--- config.mk ---
export PLATFORM = sky130hd
export DESIGN_NAME = bsrb_top
export DESIGN_NICKNAME = d
export VERILOG_FILES = /design/src/hw/bsrb_top.v
export VERILOG_INCLUDE_DIRS = /design/src /design/src/include
export SDC_FILE = /design/constraint.sdc
export NUM_CORES = 1
export LEC_CHECK = 0
export BUFFER_PORTS_ARGS = -buffer_cell sky130_fd_sc_hd__buf_4
export CAP_MARGIN = 25
export CORE_UTILIZATION = 54
export DETAILED_ROUTE_END_ITERATION = 10
export PLACE_DENSITY = 0.78
export SLEW_MARGIN = 20
export SYNTH_ARGS = -nofsm -noshare
export SYNTH_HDL_FRONTEND = slang
export SYNTH_SLANG_ARGS = --single-unit
--- constraint.sdc ---
create_clock -name i_clk -period 3.6 [get_ports i_clk]
set_clock_uncertainty 0.1 [all_clocks]
set_input_delay 0.72 -clock i_clk [delete_from_list [all_inputs] [get_ports i_clk]]
set_output_delay 0.72 -clock i_clk [all_outputs]
set_load 0.01 [all_outputs]
--- src/include/bsrb_map.vh ---
// constants for the boundary-scan reset/bypass block
// assumes a 10 MHz core clock and a slower external test clock
//
// Overview of operation
// - code C picks the one-bit reset register; TAP state is untouched
// - device reset follows the reset register bit directly, no latch
// - under device reset only Shift-DR acts, shifting the one bit
// - code F puts the single bypass cell between data in and out
// - bypass loads zero at Capture-DR and shifts one cell at Shift-DR
// - pull-ups are off while EXTEST or SAMPLE_PRELOAD is loaded
// - each pin cell packs control, data and input into two stages
// - plain pin: input raw, data from latch, control from direction
// - alternate functions join outside the cell; chain sees real pin
// - no analog stage; digital controls to analog forced off in scan
// - system clock not sent to pins under EXTEST or SAMPLE_PRELOAD
// - a clock present on a pin is never captured into the chain
// - reset pin has an observe-only cell catching the low reset
// - control bit 7 zero with fuse enables test port; one disables
// - disable bit changes only on two equal writes within four cycles
// - reset-cause bit 4 sets on scan reset; clears on power-on or 0
// - chain bit 0 is least significant, first in and first out
// - chain follows pin-out, port A reversed, reset-pin and analog bits on top
// - data maps to the first cell stage, control to the second
// - port F bits 4 to 7 are test port pins and not in the chain
// - instruction register is four bits; all shifts go LSB first
// - EXTEST code 0 drives latched cells at once; Update-DR applies
// - SAMPLE_PRELOAD code 2 snapshots pins, loads latches, no drive
`ifndef BSRB_MAP_VH
`define BSRB_MAP_VH
`define BSRB_ADDR_RCAUSE  8'h34
`define BSRB_ADDR_CPUCTL  8'h35
`define BSRB_BIT_TPD      7
`define BSRB_BIT_PULLOFF  4
`define BSRB_BIT_SRF      4
`define BSRB_CTL_PLAIN    8'h13
`define BSRB_CTL_RESET    8'h00
`define BSRB_TIMED_WIN    3'h4
`define BSRB_IR_EXTEST    4'h0
`define BSRB_IR_IDCODE    4'h1
`define BSRB_IR_SAMPLE    4'h2
`define BSRB_IR_DEVRST    4'hC
`define BSRB_IR_BYPASS    4'hF
`define BSRB_IR_CAPTURE   4'h1
`define BSRB_NPIN         12
`define BSRB_NCELL        8
`define BSRB_CHAIN_W      18
`define BSRB_RSTOBS_BIT   16
`define BSRB_ANALOG_BIT   17
`define BSRB_CLK_PIN      3
`define BSRB_TAP_LO       4
`define BSRB_TAP_HI       7
`define BSRB_NSYNC        16
`endif

--- src/hw/bsrb_top.v ---
// boundary-scan test logic: TAP, reset/bypass/id registers, pin cells
// assumes test pins arrive asynchronously and are sampled on i_clk;
// the test clock must be far slower than i_clk (bench: 800 ns period)
`include "bsrb_map.vh"
`default_nettype none
module bsrb_top #(
    parameter [31:0] IDCODE_VAL = 32'h0000_0001 // arbitrary value
) (
    input  wire        i_clk,
    input  wire        i_rst,
    input  wire        i_tck,
    input  wire        i_tms,
    input  wire        i_tdi,
    output reg         o_tdo,
    output reg         o_tdo_oe,
    input  wire        i_test_port_enable_fuse,
    input  wire        i_clock_output_fuse,
    output reg         o_clkout_en,
    input  wire        i_reset_pin_n,
    input  wire [3:0]  i_reset_sources,
    output wire        o_device_reset,
    output wire        o_test_port_en,
    input  wire [7:0]  i_addr,
    input  wire [7:0]  i_wdata,
    input  wire        i_wr,
    input  wire        i_rd,
    output reg  [7:0]  o_rdata,
    input  wire [11:0] i_output_latch_bit,
    input  wire [11:0] i_direction_bit,
    input  wire [11:0] i_alt_en,
    input  wire [11:0] i_alt_out,
    input  wire [11:0] i_alt_oe,
    input  wire [11:0] i_pin,
    output reg  [11:0] o_pin_out,
    output reg  [11:0] o_pin_oe,
    output reg  [11:0] o_pullup_enable_signal,
    output wire [11:0] o_pin_input_value,
    input  wire        i_analog_en,
    input  wire        i_analog_obs,
    output reg         o_analog_en
);

    // one-hot TAP states
    localparam [15:0] ST_TLR   = 16'h0001;
    localparam [15:0] ST_RTI   = 16'h0002;
    localparam [15:0] ST_SELDR = 16'h0004;
    localparam [15:0] ST_CAPDR = 16'h0008;
    localparam [15:0] ST_SHDR  = 16'h0010;
    localparam [15:0] ST_EX1DR = 16'h0020;
    localparam [15:0] ST_PSDR  = 16'h0040;
    localparam [15:0] ST_EX2DR = 16'h0080;
    localparam [15:0] ST_UPDR  = 16'h0100;
    localparam [15:0] ST_SELIR = 16'h0200;
    localparam [15:0] ST_CAPIR = 16'h0400;
    localparam [15:0] ST_SHIR  = 16'h0800;
    localparam [15:0] ST_EX1IR = 16'h1000;
    localparam [15:0] ST_PSIR  = 16'h2000;
    localparam [15:0] ST_EX2IR = 16'h4000;
    localparam [15:0] ST_UPIR  = 16'h8000;

    // chain cell k -> pin index; port A cells run in reverse order
    function [3:0] bsrb_cell_pin;
        input [2:0] k;
        begin
            if (k < 3'h4)
                bsrb_cell_pin = {1'b0, k};
            else
                bsrb_cell_pin = 4'hF - {1'b0, k};
        end
    endfunction

    // TAP state successor
    function [15:0] bsrb_tap_next;
        input [15:0] st;
        input        tms;
        begin
            case (st)
                ST_TLR:   bsrb_tap_next = tms ? ST_TLR   : ST_RTI;
                ST_RTI:   bsrb_tap_next = tms ? ST_SELDR : ST_RTI;
                ST_SELDR: bsrb_tap_next = tms ? ST_SELIR : ST_CAPDR;
                ST_CAPDR: bsrb_tap_next = tms ? ST_EX1DR : ST_SHDR;
                ST_SHDR:  bsrb_tap_next = tms ? ST_EX1DR : ST_SHDR;
                ST_EX1DR: bsrb_tap_next = tms ? ST_UPDR  : ST_PSDR;
                ST_PSDR:  bsrb_tap_next = tms ? ST_EX2DR : ST_PSDR;
                ST_EX2DR: bsrb_tap_next = tms ? ST_UPDR  : ST_SHDR;
                ST_UPDR:  bsrb_tap_next = tms ? ST_SELDR : ST_RTI;
                ST_SELIR: bsrb_tap_next = tms ? ST_TLR   : ST_CAPIR;
                ST_CAPIR: bsrb_tap_next = tms ? ST_EX1IR : ST_SHIR;
                ST_SHIR:  bsrb_tap_next = tms ? ST_EX1IR : ST_SHIR;
                ST_EX1IR: bsrb_tap_next = tms ? ST_UPIR  : ST_PSIR;
                ST_PSIR:  bsrb_tap_next = tms ? ST_EX2IR : ST_PSIR;
                ST_EX2IR: bsrb_tap_next = tms ? ST_UPIR  : ST_SHIR;
                ST_UPIR:  bsrb_tap_next = tms ? ST_SELDR : ST_RTI;
                default:  bsrb_tap_next = ST_TLR;
            endcase
        end
    endfunction

    reg  [15:0] sync1_reg;
    reg  [15:0] sync2_reg;
    reg         tck_d_reg;
    reg  [15:0] state_reg;
    reg  [3:0]  ir_sr_reg;
    reg  [3:0]  ir_reg;
    reg         bypass_reg;
    reg         reset_dr_reg;
    reg  [31:0] id_sr_reg;
    reg  [17:0] bsr_sr_reg;
    reg  [17:0] bsr_upd_reg;
    reg         tpd_reg;
    reg         tpd_pend_reg;
    reg  [2:0]  tpd_cnt_reg;
    reg  [7:0]  ctl_reg;
    reg         srf_reg;
    reg  [3:0]  rcause_reg;
    reg  [17:0] cap_vec;
    reg  [11:0] drv_mask;
    reg  [11:0] drv_out;
    reg  [11:0] drv_oe;
    reg  [11:0] pin_out_next;
    reg  [11:0] pin_oe_next;
    reg  [11:0] pullup_next;
    reg         sel_lsb;
    reg  [3:0]  pidx;
    reg  [3:0]  pidx_u;
    // one index per loop, so no process wakes another through it
    integer     k;
    integer     j;
    integer     m;

    wire        tck_s    = sync2_reg[0];
    wire        tms_s    = sync2_reg[1];
    wire        tdi_s    = sync2_reg[2];
    wire        rstpin_s = sync2_reg[3];
    wire [11:0] pin_s    = sync2_reg[15:4];
    wire        tck_rise = tck_s & ~tck_d_reg;
    wire        tck_fall = ~tck_s & tck_d_reg;
    wire        is_ext   = (ir_reg == `BSRB_IR_EXTEST);
    wire        is_smp   = (ir_reg == `BSRB_IR_SAMPLE);
    wire        scan_md  = is_ext | is_smp;
    wire        clk_pin  = i_clock_output_fuse;
    wire        wr_ctl   = i_wr & (i_addr == `BSRB_ADDR_CPUCTL);
    wire        wr_rc    = i_wr & (i_addr == `BSRB_ADDR_RCAUSE);

    assign o_device_reset    = reset_dr_reg;
    assign o_test_port_en    = i_test_port_enable_fuse & ~tpd_reg;
    // two-flop sampled pin value; the raw i_pin is never passed out directly
    assign o_pin_input_value = pin_s;

    // two-flop sampling of every asynchronous input; only stage 2 is read
    // tck history clears low, its idle level, so no false edge follows
    always @(posedge i_clk) begin
        if (i_rst) begin
            sync1_reg <= 16'h0000;
            sync2_reg <= 16'h0000;
            tck_d_reg <= 1'b0;
        end else begin
            sync1_reg <= {i_pin, i_reset_pin_n, i_tdi, i_tms, i_tck};
            sync2_reg <= sync1_reg;
            tck_d_reg <= sync2_reg[0];
        end
    end

    // capture vector: real pin level and system control, per cell
    always @* begin
        cap_vec = 18'h00000;
        pidx    = 4'h0;
        for (k = 0; k < `BSRB_NCELL; k = k + 1) begin
            pidx = bsrb_cell_pin(k[2:0]);
            // second stage: control, the effective direction
            cap_vec[2*k] = i_alt_en[pidx] ? i_alt_oe[pidx]
                                          : i_direction_bit[pidx];
            // first stage: actual pin, clock pin masked
            cap_vec[2*k+1] = pin_s[pidx] &
                             ~((pidx == `BSRB_CLK_PIN) & clk_pin);
        end
        cap_vec[`BSRB_RSTOBS_BIT] = rstpin_s;
        cap_vec[`BSRB_ANALOG_BIT] = i_analog_obs;
    end

    // lsb of the selected path feeds test data out
    always @* begin
        if (state_reg == ST_SHIR)
            sel_lsb = ir_sr_reg[0];
        else begin
            case (ir_reg)
                `BSRB_IR_EXTEST: sel_lsb = bsr_sr_reg[0];
                `BSRB_IR_SAMPLE: sel_lsb = bsr_sr_reg[0];
                `BSRB_IR_IDCODE: sel_lsb = id_sr_reg[0];
                `BSRB_IR_DEVRST: sel_lsb = reset_dr_reg;
                `BSRB_IR_BYPASS: sel_lsb = bypass_reg;
                default:         sel_lsb = bypass_reg;
            endcase
        end
    end

    // TAP engine: state and shifts on tck rise, updates on tck fall
    always @(posedge i_clk) begin
        if (i_rst || !o_test_port_en) begin
            state_reg    <= ST_TLR;
            ir_sr_reg    <= `BSRB_IR_CAPTURE;
            ir_reg       <= `BSRB_IR_IDCODE;
            bypass_reg   <= 1'b0;
            id_sr_reg    <= 32'h0000_0000;
            bsr_sr_reg   <= 18'h00000;
            o_tdo        <= 1'b0;
            o_tdo_oe     <= 1'b0;
            if (i_rst) begin
                reset_dr_reg <= 1'b0;
                bsr_upd_reg  <= 18'h00000;
            end
        end else if (tck_rise) begin
            // a new instruction never touches state_reg
            state_reg <= bsrb_tap_next(state_reg, tms_s);
            if (state_reg == ST_CAPIR)
                ir_sr_reg <= `BSRB_IR_CAPTURE;
            if (state_reg == ST_SHIR)
                ir_sr_reg <= {tdi_s, ir_sr_reg[3:1]};
            if (state_reg == ST_CAPDR) begin
                case (ir_reg)
                    `BSRB_IR_EXTEST: bsr_sr_reg <= cap_vec;
                    `BSRB_IR_SAMPLE: bsr_sr_reg <= cap_vec;
                    `BSRB_IR_IDCODE: id_sr_reg  <= IDCODE_VAL;
                    `BSRB_IR_DEVRST: ;        // no capture here
                    default:         bypass_reg <= 1'b0;
                endcase
            end
            if (state_reg == ST_SHDR) begin
                case (ir_reg)
                    `BSRB_IR_EXTEST, `BSRB_IR_SAMPLE:
                        bsr_sr_reg <= {tdi_s, bsr_sr_reg[17:1]};
                    `BSRB_IR_IDCODE:
                        id_sr_reg <= {tdi_s, id_sr_reg[31:1]};
                    `BSRB_IR_DEVRST:
                        reset_dr_reg <= tdi_s;
                    default:
                        bypass_reg <= tdi_s;
                endcase
            end
        end else if (tck_fall) begin
            o_tdo    <= sel_lsb;
            o_tdo_oe <= (state_reg == ST_SHDR) | (state_reg == ST_SHIR);
            if (state_reg == ST_UPIR)
                ir_reg <= ir_sr_reg;
            if (state_reg == ST_TLR)
                ir_reg <= `BSRB_IR_IDCODE;
            // shift stage only reaches pins here
            if ((state_reg == ST_UPDR) && scan_md)
                bsr_upd_reg <= bsr_sr_reg;
        end
    end

    // update stage per scanned pin, from latched cells
    always @* begin
        drv_mask = 12'h000;
        drv_out  = 12'h000;
        drv_oe   = 12'h000;
        pidx_u   = 4'h0;
        for (j = 0; j < `BSRB_NCELL; j = j + 1) begin
            pidx_u = bsrb_cell_pin(j[2:0]);
            drv_mask[pidx_u] = 1'b1;
            drv_out[pidx_u]  = bsr_upd_reg[2*j+1];
            drv_oe[pidx_u]   = bsr_upd_reg[2*j];
        end
    end

    // pad drive: system path with alternates first, scan on top
    always @* begin
        pin_out_next = 12'h000;
        pin_oe_next  = 12'h000;
        pullup_next  = 12'h000;
        for (m = 0; m < `BSRB_NPIN; m = m + 1) begin
            // alternate function ahead of the cell
            pin_out_next[m] = i_alt_en[m] ? i_alt_out[m]
                                          : i_output_latch_bit[m];
            pin_oe_next[m]  = (i_alt_en[m] ? i_alt_oe[m]
                                           : i_direction_bit[m]) &
                              ~reset_dr_reg;
            // EXTEST drives latched cells from load onward
            if (is_ext && drv_mask[m]) begin
                pin_out_next[m] = drv_out[m];
                pin_oe_next[m]  = drv_oe[m];
            end
            // port F 4..7 carry the test port while it is on
            if (o_test_port_en && (m >= `BSRB_TAP_LO) &&
                (m <= `BSRB_TAP_HI))
                pin_oe_next[m] = 1'b0;
            pullup_next[m] = ~ctl_reg[`BSRB_BIT_PULLOFF] &
                             ~i_direction_bit[m] &
                             i_output_latch_bit[m] & ~scan_md;
        end
    end

    // registered pad and analog controls
    always @(posedge i_clk) begin
        if (i_rst) begin
            o_pin_out              <= 12'h000;
            o_pin_oe               <= 12'h000;
            o_pullup_enable_signal <= 12'h000;
            o_clkout_en            <= 1'b0;
            o_analog_en            <= 1'b0;
        end else begin
            o_pin_out              <= pin_out_next;
            o_pin_oe               <= pin_oe_next;
            o_pullup_enable_signal <= pullup_next;
            o_clkout_en            <= clk_pin & ~scan_md;
            // contention guard: analog drivers off in scan
            o_analog_en            <= i_analog_en & ~scan_md;
        end
    end

    // control register with the timed disable bit
    // any write that does not complete a pair re-arms the window
    always @(posedge i_clk) begin
        if (i_rst) begin
            ctl_reg      <= `BSRB_CTL_RESET;
            tpd_reg      <= 1'b0;
            tpd_pend_reg <= 1'b0;
            tpd_cnt_reg  <= 3'h0;
        end else begin
            if (tpd_cnt_reg != 3'h0)
                tpd_cnt_reg <= tpd_cnt_reg - 3'h1;
            if (wr_ctl) begin
                ctl_reg <= i_wdata & `BSRB_CTL_PLAIN;
                // second equal write inside the window commits
                if ((tpd_cnt_reg != 3'h0) &&
                    (tpd_pend_reg == i_wdata[`BSRB_BIT_TPD])) begin
                    tpd_reg     <= tpd_pend_reg;
                    tpd_cnt_reg <= 3'h0;
                end else begin
                    // single writes only arm the window
                    tpd_pend_reg <= i_wdata[`BSRB_BIT_TPD];
                    tpd_cnt_reg  <= `BSRB_TIMED_WIN;
                end
            end
        end
    end

    // reset cause flags: setting beats a same-cycle zero write
    // a zero write cannot hide a scan reset that is still held
    always @(posedge i_clk) begin
        if (i_rst) begin
            srf_reg    <= 1'b0; // power-on clears the flag
            rcause_reg <= 4'h0;
        end else begin
            if (reset_dr_reg)
                srf_reg <= 1'b1;
            else if (wr_rc && !i_wdata[`BSRB_BIT_SRF])
                srf_reg <= 1'b0;
            if (wr_rc)
                rcause_reg <= (rcause_reg & i_wdata[3:0]) |
                              i_reset_sources;
            else
                rcause_reg <= rcause_reg | i_reset_sources;
        end
    end

    // read data, one cycle after the strobe; unmapped reads zero
    always @(posedge i_clk) begin
        if (i_rst)
            o_rdata <= 8'h00;
        else if (i_rd && (i_addr == `BSRB_ADDR_RCAUSE))
            o_rdata <= {3'h0, srf_reg, rcause_reg};
        else if (i_rd && (i_addr == `BSRB_ADDR_CPUCTL))
            o_rdata <= {tpd_reg, ctl_reg[6:0]};
        else
            o_rdata <= 8'h00;
    end

endmodule // bsrb_top
`default_nettype wire

==> impl_metrics.yaml, run 1 <==
sta:
  drv_slew: 0
  fin_ws_ps: 1050
  timing.hold.ws_ps: 336
  hold_violations: 0
  tightest_slew_ps: 1000
  setup_viol: 0
  maxSlewHeadroom: 0.332
  fin_setup_tns_ps: 0
  rsz0062_at_grt: "false"
  post-route-period-util: 0.708
  fmax_mhz: 392
  fin_crit_ps: 2550
synth:
  ys_warn_count: 0
  synth.most_common_cell: "dfxtp_1"
  netlist_area_um2: 7530
  ys_seq_area_frac: 0.512
  synth_ff_type: "dfxtp_1"
  synth_top_area_cell: "dfxtp_1"
  yosys.area.top_type_share: 0.444
  avgSynthCellArea_um2: 9.66
  ys_ff_latch: 184
  yosys-top-cells-area: "dfxtp_1 44%, edfxtp_1 6.8%, nor2_1 4.3%"
  synth_edf_count: 17
  yosysUniqueCellTypes: 72
  syn_inst: 779
  synthArstFlopShare: 0
  ys_top_cells_by_count: "167 x dfxtp_1, 86 x nor2_1, 42 x a21oi_1, 42 x nor2b_1, 38 x a22oi_1"
layout:
  finalNonFillerCells: 1090
  drive_gt1_frac: 0.249
  n_antenna_cell: 0
  area_growth_pct: 23.5
  fin_nets: 1007
  largest_reg_flops: 32
  final_area_um2: 9300
floorplanning:
  die_width_um: 120
  design.core.area_um2: 13400
  io-pin-count: 166
  start_util: 0.562
  die-area_um2: 14400
  rows: 42
  die_y_um: 120
detailed_routing:
  via_per_inst: 5.74
  wl_met3_mm: 1.46
  wl_per_cell_um: 16.7
  drcViolationCount: 0
  final_antenna_net_count: 0
  m1WireLength_mm: 7.48
  drt_wl_total_mm: 18.2
  dr_total_vias: 6261
  drtPass1Iterations: 5
  first_iter_violations: 433
  wl_met2_mm: 8.90
  dr.max_layer_used: "met4"
pwr:
  ir_drop_mv: 0.420
  internal_power_mw: 3.51
  comb_power_share: 0.086
  pwr-share-clk: 0.435
  switching_power_mw: 1.01
  leakagePower_nw: 3.68
  powerDensity_nw_per_um2: 486
  swShare: 0.224
  seq_power_share: 0.479
global_routing:
  gr-total-overflow: 0
  grtUsageTotal: 0.257
  grt_pass1_wl_mm: 29.2
  first_global_vias: 5952
  antenna_found_initial: 0
  grt_max_degree: 57
cts:
  cts_buffers: 17
  htreeDepth: 4
  cts.path.max_buffers: 2
  clockRootBuffer: "clkbuf_16"
  clk_latency_ps: 430
  path_clk_slew_ps: 70
  postCtsHoldBufs: 0
  cts_tree: "done"
  cts.sinks: 184
  cts_setup_buffers: 0
  cts_resized: 0
placed_design:
  dpl.cell_count: 1058
  port_buffers: 161
  place_area_um2: 8660
  dp_hpwl_mm: 12.9
  place_congestion: 0.873
  dp_worst_setup_slack_ps: 1090
critical_path:
  critPathKind: "reg -> reg"
  crit_path_end_kind: "flop"
  crit_required_ps: 3760
  worstPathArrival_ps: 2710
  cp_max_fo: 32
  cp-start-kind: "flop"
outcome:
  outcome: "completed"
hold_path:
  hold_path_class: "reg -> reg"
job:
  cap_violations: 0
[power groups by stage]
stage	combinational, mW	clock [mW]	sequential, mW
floorplan	0.195	0	2.21
global placement	0.361	0	2.21
detailed placement	0.385	0	2.21
CTS	0.390	2.00	2.16
global route	0.425	2.10	2.17
finish	0.389	1.97	2.17
[layout by cell type (no fill, tap or decap), types with 4 or more instances in the layout]
| cell type | instances |
|---|---|
| or4_1 | 7 |
| o21ai_0 | 32 |
| nor4b_1 | 7 |
| nand4b_1 | 4 |
| a31oi_1 | 17 |
| a21oi_1 | 42 |
| clkbuf_16 | 19 |
| nor4_1 | 4 |
| nand4_1 | 8 |
| nor3b_1 | 21 |
| mux2i_1 | 30 |
| nor3_1 | 17 |
| nand2_1 | 34 |
| and2_1 | 21 |
| nand3_1 | 6 |
| nor2_1 | 86 |
| a211o_1 | 8 |
| inv_1 | 13 |
| a22oi_1 | 38 |
| nor2b_1 | 41 |
| edfxtp_1 | 17 |
| nor4_2 | 4 |
| or3_1 | 4 |
| xnor2_1 | 6 |
| dfxtp_1 | 167 |
| buf_4 | 171 |
| nand2b_1 | 4 |
| a211oi_1 | 11 |
| o22ai_1 | 10 |
[metrics by stage]
step                      utilization  power [mW]
after floorplan                     -        2.41
after global placement          0.646        2.57
after detailed placement        0.646        2.60
after CTS                       0.694        4.55
after global routing            0.694        4.70
final                           0.694        4.52
[routing by layer]
metal | GRT usage | vias to the layer above
met5 | 0 | -
met4 | 0.101 | 0
met3 | 0.0608 | 29
met2 | 0.431 | 267
met1 | 0.318 | 2956
li1 | - | 3009
[final timing paths]
check,slack [ps],start,cells after the start,end
worst max-delay path,1050,state_reg[5]$_SDFFE_PN0P_,6,id_sr_reg[30]$_SDFFE_PN0P_
worst min-delay path,340,sync1_reg[10]$_SDFF_PP0_,1,sync2_reg[10]$_SDFF_PP0_
worst max register to register,1050,state_reg[5]$_SDFFE_PN0P_,6,id_sr_reg[30]$_SDFFE_PN0P_
worst min register to register,340,sync1_reg[10]$_SDFF_PP0_,1,sync2_reg[10]$_SDFF_PP0_
[logic make-up after synthesis]
| kind of cell | Yosys count | share of synthesized area |
|---|---|---|
| AND/OR/NAND/NOR | 296 | 0.226 |
| flip-flops | 184 | 0.512 |
| AO/OA/AOI/OAI | 176 | 0.150 |
| buffers and inverters | 82 | 0.0592 |
| multiplexers | 30 | 0.0399 |
| XOR/XNOR | 8 | 0.00931 |
| adder cells (fa/ha/maj) | 2 | 0.00332 |
| other | 1 | 0.000498 |
[critical path, stage by stage, from the launching register on]
cell and delay [ps]:
dfxtp_1 410, nor4_4 530, and4b_1 610, o2111ai_2 160, buf_4 270, a22oi_1 230
nor2_1 60
[area by class of cell]
cell class	count	area, µm²
fill	1020	4100
timing repair buffer	171	1280
multi-input combinational	514	3250
inverter	13	48.8
clock inverter	12	161
tap	176	220
clock buffer	20	479
sequential	184	3850
Note: power is estimated with default switching activity, not from simulation.
==> run 2: changes to the inputs <==
==> constraint.sdc (replaced) <==
create_clock -name i_clk -period 2.7 [get_ports i_clk]
set_clock_uncertainty 0.1 [all_clocks]
set_input_delay 0.54 -clock i_clk [delete_from_list [all_inputs] [get_ports i_clk]]
set_output_delay 0.54 -clock i_clk [all_outputs]
set_load 0.01 [all_outputs]
==> run 2 against run 1 <==
Global-route usage shrank 0.22 points. Hold slack worse by 160 ps. Clock power increased by 28%. Critical path depth up 1. Combinational power increased by 31%. Fmax is 6.5% higher. Sequential share of layout area shrank 0.11 points. Largest cell class unchanged.
==> impl_metrics.yaml, run 2 (synthesized netlist as in run 1, its figures left out) <==
critical_path:
  cp_max_fo: 32
  worstPathArrival_ps: 2640
  r2r-end: "id_sr_reg[23]$_SDFFE_PN0P_"
  cp-startpoint: "state_reg[12]$_SDFFE_PN0P_"
  crit_path_end: "id_sr_reg[23]$_SDFFE_PN0P_"
  r2r.worst_path.cells: 7
  critPathKind: "reg -> reg"
  cp-start-kind: "flop"
  rr_startpoint: "state_reg[12]$_SDFFE_PN0P_"
  reg2reg_slack_ps: 310
  crit_path_end_kind: "flop"
  crit_required_ps: 2950
placed_design:
  dpl.cell_count: 1064
  place_congestion: 0.852
  port_buffers: 161
  dp_hpwl_mm: 12.9
layout:
  fin_nets: 1013
  final_cell_mix: "177 x buf_4, 167 x dfxtp_1, 86 x nor2_1"
  drive_gt1_frac: 0.255
  area_growth_pct: 23.9
  largest_reg_flops: 32
  finalNonFillerCells: 1095
  n_antenna_cell: 0
  layout_commonest_cell: "buf_4"
detailed_routing:
  via_per_inst: 5.66
  dr_total_vias: 6198
  drtPass1Iterations: 5
  first_iter_violations: 391
  drcViolationCount: 0
  drt_wl_total_mm: 17.8
  wl_per_cell_um: 16.3
  final_antenna_net_count: 0
floorplanning:
  die_y_um: 120
  io-pin-count: 166
  design.core.area_um2: 13400
  start_util: 0.562
  die_width_um: 120
  die-area_um2: 14400
  rows: 42
pwr:
  leakagePower_nw: 3.71
  swShare: 0.219
  comb_power_share: 0.086
  ir_drop_mv: 0.479
  p_total_mw: 5.93
  seq_power_share: 0.487
  pwr-share-clk: 0.427
  powerDensity_nw_per_um2: 636
  internal_power_mw: 4.63
  switching_power_mw: 1.30
global_routing:
  grt_max_degree: 41
  antenna_found_initial: 0
  gr-total-overflow: 0
  first_global_vias: 5979
  grt_pass1_wl_mm: 29.1
  grtUsageTotal: 0.255
cts:
  cts.sinks: 184
  cts_setup_buffers: 0
  clockRootBuffer: "clkbuf_16"
  cts.path.max_buffers: 2
  postCtsHoldBufs: 0
  cts_resized: 0
  cts_tree: "done"
  path_clk_slew_ps: 70
  cts_buffers: 17
  clk_latency_ps: 420
  htreeDepth: 4
sta:
  maxSlewHeadroom: 0.573
  hold_violations: 0
  tightest_slew_ps: 641
  fin_crit_ps: 2390
  fmax_mhz: 418
  setup_viol: 0
  drv_slew: 0
  rsz0062_at_grt: "false"
  fin_setup_tns_ps: 0
  post-route-period-util: 0.886
job:
  cap_violations: 0
outcome:
  outcome: "completed"
hold_path:
  hold_path_class: "in -> reg"
-- run 2: cell types whose count changed in the layout (fill, tap and decap cells not counted), sizes merged --
cell | previous run | this run
clkbuf | 20 | 22
bufinv | 3 | 2
clkinv | 5 | 6
clkinvlp | 2 | 0
inv | 15 | 14
buf | 171 | 177
-- run 2: layout make-up --
cell class,instances,area [µm²]
Inverter,13,48.8
Fill cell,1026,4080
Sequential cell,184,3850
Timing Repair Buffer,177,1330
Clock buffer,22,507
Clock inverter,9,110
Tap cell,176,220
Multi-Input combinational cell,514,3260
-- run 2: how the worst min path moves through the flow --
| stage | depth (start not counted) | endpoint | slack (ps) | startpoint |
|---|---|---|---|---|
| global route | 2 | o_pullup_enable_signal[9]$_SDFF_PP0_ | 170 | i_direction_bit[9] |
| detailed placement | 1 | sync2_reg[6]$_SDFF_PP0_ | 320 | sync1_reg[6]$_SDFF_PP0_ |
| floorplan | 1 | sync2_reg[0]$_SDFF_PP0_ | 310 | sync1_reg[0]$_SDFF_PP0_ |
| global placement | 1 | sync2_reg[13]$_SDFF_PP0_ | 320 | sync1_reg[13]$_SDFF_PP0_ |
| finish | 2 | o_pullup_enable_signal[1]$_SDFF_PP0_ | 180 | i_direction_bit[1] |
| CTS | 2 | o_pullup_enable_signal[8]$_SDFF_PP0_ | 170 | i_direction_bit[8] |
-- run 2: critical path, cell delays in order (launching register included) --
cell	delay, ps
dfxtp_1	410
or4_1	660
nor2_1	210
buf_4	210
and4_1	180
buf_4	300
a22oi_1	120
nor2_1	120
-- run 2: per-stage QoR --
stage                util  worst slack [ps]  instance area, µm²  hold WS, ps
floorplan               -               282                7540          314
global placement    0.650               418                8710          319
detailed placement  0.650               340                8710          320
CTS                 0.696               318                9330          167
global route        0.696               147                9330          168
finish              0.696               307                9330          177
-- run 2: power groups by stage --
| stage | combinational, mW | clock [mW] | sequential [mW] |
|---|---|---|---|
| after floorplan | 0.260 | 0 | 2.95 |
| after global placement | 0.484 | 0 | 2.94 |
| after detailed placement | 0.506 | 0 | 2.95 |
| after CTS | 0.512 | 2.57 | 2.89 |
| after global routing | 0.557 | 2.70 | 2.89 |
| final | 0.509 | 2.53 | 2.89 |
-- run 2: metal layers --
metal	up-vias	GRT usage	wire length, µm	share of wire
met5	-	0	0	0
met4	0	0.0883	221	0.012
met3	22	0.0566	1230	0.069
met2	229	0.439	8720	0.49
met1	2922	0.313	7630	0.43
li1	3025	-	-	-
==> run 3: changes to the inputs <==
--- a/config.mk
+++ b/config.mk
@@ -8,6 +8,7 @@
 export LEC_CHECK = 0
 export BUFFER_PORTS_ARGS = -buffer_cell sky130_fd_sc_hd__buf_4
 export CAP_MARGIN = 25
+export CORE_MARGIN = 2
 export CORE_UTILIZATION = 54
 export DETAILED_ROUTE_END_ITERATION = 10
 export PLACE_DENSITY = 0.78
==> run 3 against run 2 <==
Sequential cell count did not move. Die area rose by 3.4%. Cell area fell by 0.20%. Worst setup slack got worse by 38 ps. First-iteration DRC count rose by 13%. Sequential share of layout area rose by 0.083 points. Largest cell class unchanged.
==> impl_metrics.yaml, run 3 (synthesized netlist as in run 1, its figures left out) <==
pwr:
  leakagePower_nw: 3.70
  powerDensity_nw_per_um2: 628
  ir_drop_mv: 0.417
hold_path:
  hold_path_class: "in -> reg"
job:
  cap_violations: 0
sta:
  rsz0062_at_grt: "false"
  fin_ws_ps: 269
  maxSlewHeadroom: 0.577
  post-route-period-util: 0.900
  drv_slew: 0
  fmax_mhz: 411
  fin_crit_ps: 2430
  tightest_slew_ps: 629
  setup_viol: 0
  fin_setup_tns_ps: 0
  hold_violations: 0
cts:
  cts.sinks: 184
  cts_setup_buffers: 0
  clk_latency_ps: 430
  clockRootBuffer: "clkbuf_16"
  htreeDepth: 4
  cts_resized: 0
  cts_tree: "done"
  cts_buffers: 17
  path_clk_slew_ps: 70
  postCtsHoldBufs: 0
  cts.path.max_buffers: 2
detailed_routing:
  wl_per_cell_um: 16.8
  final_antenna_net_count: 0
  first_iter_violations: 442
  dr_total_vias: 6243
  drt_wl_total_mm: 18.5
  via_per_inst: 5.67
  drtPass1Iterations: 5
  drcViolationCount: 0
layout:
  largest_reg_flops: 32
  final_area_um2: 9310
  n_antenna_cell: 0
  drive_gt1_frac: 0.257
  area_growth_pct: 23.6
  final_cell_mix: "178 x buf_4, 167 x dfxtp_1, 86 x nor2_1"
  fillers: 1094
  layout_commonest_cell: "buf_4"
  fin_nets: 1014
critical_path:
  critPathKind: "reg -> reg"
  cp_top_family: "simple AND/OR/NAND/NOR gates"
  slowest_stage: "or4b_1"
  crit_required_ps: 2920
  worstPathCellList: "or4b_1 -> or2_2 -> a21oi_2 -> o22ai_1 -> and2_1"
  worstPathArrival_ps: 2660
  cp-start-kind: "flop"
  path_buf_inv: 0
  cp_max_fo: 10
  slowest_delay_ps: 610
  crit_path_end_kind: "flop"
placed_design:
  place_area_um2: 8720
  dp_worst_setup_slack_ps: 324
  dp_hpwl_mm: 13.3
  place_congestion: 0.874
  port_buffers: 161
floorplanning:
  die-area_um2: 14900
  die_width_um: 122
  start_util: 0.547
  io-pin-count: 166
  design.core.area_um2: 13800
  rows: 43
  die_y_um: 122
global_routing:
  grt_max_degree: 41
  gr-total-overflow: 0
  antenna_found_initial: 0
  grt_pass1_wl_mm: 29.3
  grtUsageTotal: 0.250
  first_global_vias: 6017
outcome:
  outcome: "completed"
run 3: layer usage:
layer,vias up,global-route usage,share of wire
met5,-,0,0
met4,0,0.0812,0.013
met3,25,0.0623,0.080
met2,263,0.439,0.50
met1,2920,0.300,0.41
li1,3035,-,-
run 3: area by class of cell:
type,count,area (µm²),share of cell area
flip-flops and latches,184,3850,0.414
multi-input cells,514,3260,0.350
repair buffers,178,1340,0.144
clock buffers,19,453,0.0487
well taps,180,225,0.0242
clock inverters,13,133,0.0143
inverters,13,48.8,0.00524
run 3: path summary, 6_finish.rpt:
check                                                       endpoint  slack, ps  cells past startpoint                      start
worst min register to register              sync2_reg[13]$_SDFF_PP0_        340                      1   sync1_reg[13]$_SDFF_PP0_
worst max register to register           bsr_sr_reg[16]$_SDFFE_PN0P_        270                      5  state_reg[4]$_SDFFE_PN0P_
worst max-delay path                     bsr_sr_reg[16]$_SDFFE_PN0P_        270                      5  state_reg[4]$_SDFFE_PN0P_
worst min-delay path            o_pullup_enable_signal[0]$_SDFF_PP0_        170                      2         i_direction_bit[0]
run 3: power by group:
part	leakage, nW	switching (mW)	internal (mW)	total (mW)
combinational	1.88	0.248	0.262	0.511
clock	0.291	1.10	1.35	2.45
sequential	1.53	0.0451	2.84	2.89
total	3.70	1.39	4.46	5.84
run 3: worst reg2reg max path, delay by kind of cell, from the launching register on:
| kind | cells | cell delay (ps) |
|---|---|---|
| compound gates | 2 | 570 |
| simple gates | 3 | 1150 |
| flops | 1 | 500 |
run 3: stage by stage:
| stage | power (mW) | util | hold WS [ps] | std cells |
|---|---|---|---|---|
| finish | 5.84 | 0.676 | 168 | 1101 |
| global placement | 3.42 | 0.633 | 317 | 1069 |
| CTS | 5.88 | 0.676 | 157 | 1101 |
| detailed placement | 3.46 | 0.633 | 325 | 1069 |
| global route | 6.07 | 0.676 | 157 | 1101 |
| floorplan | 3.21 | - | 314 | 780 |
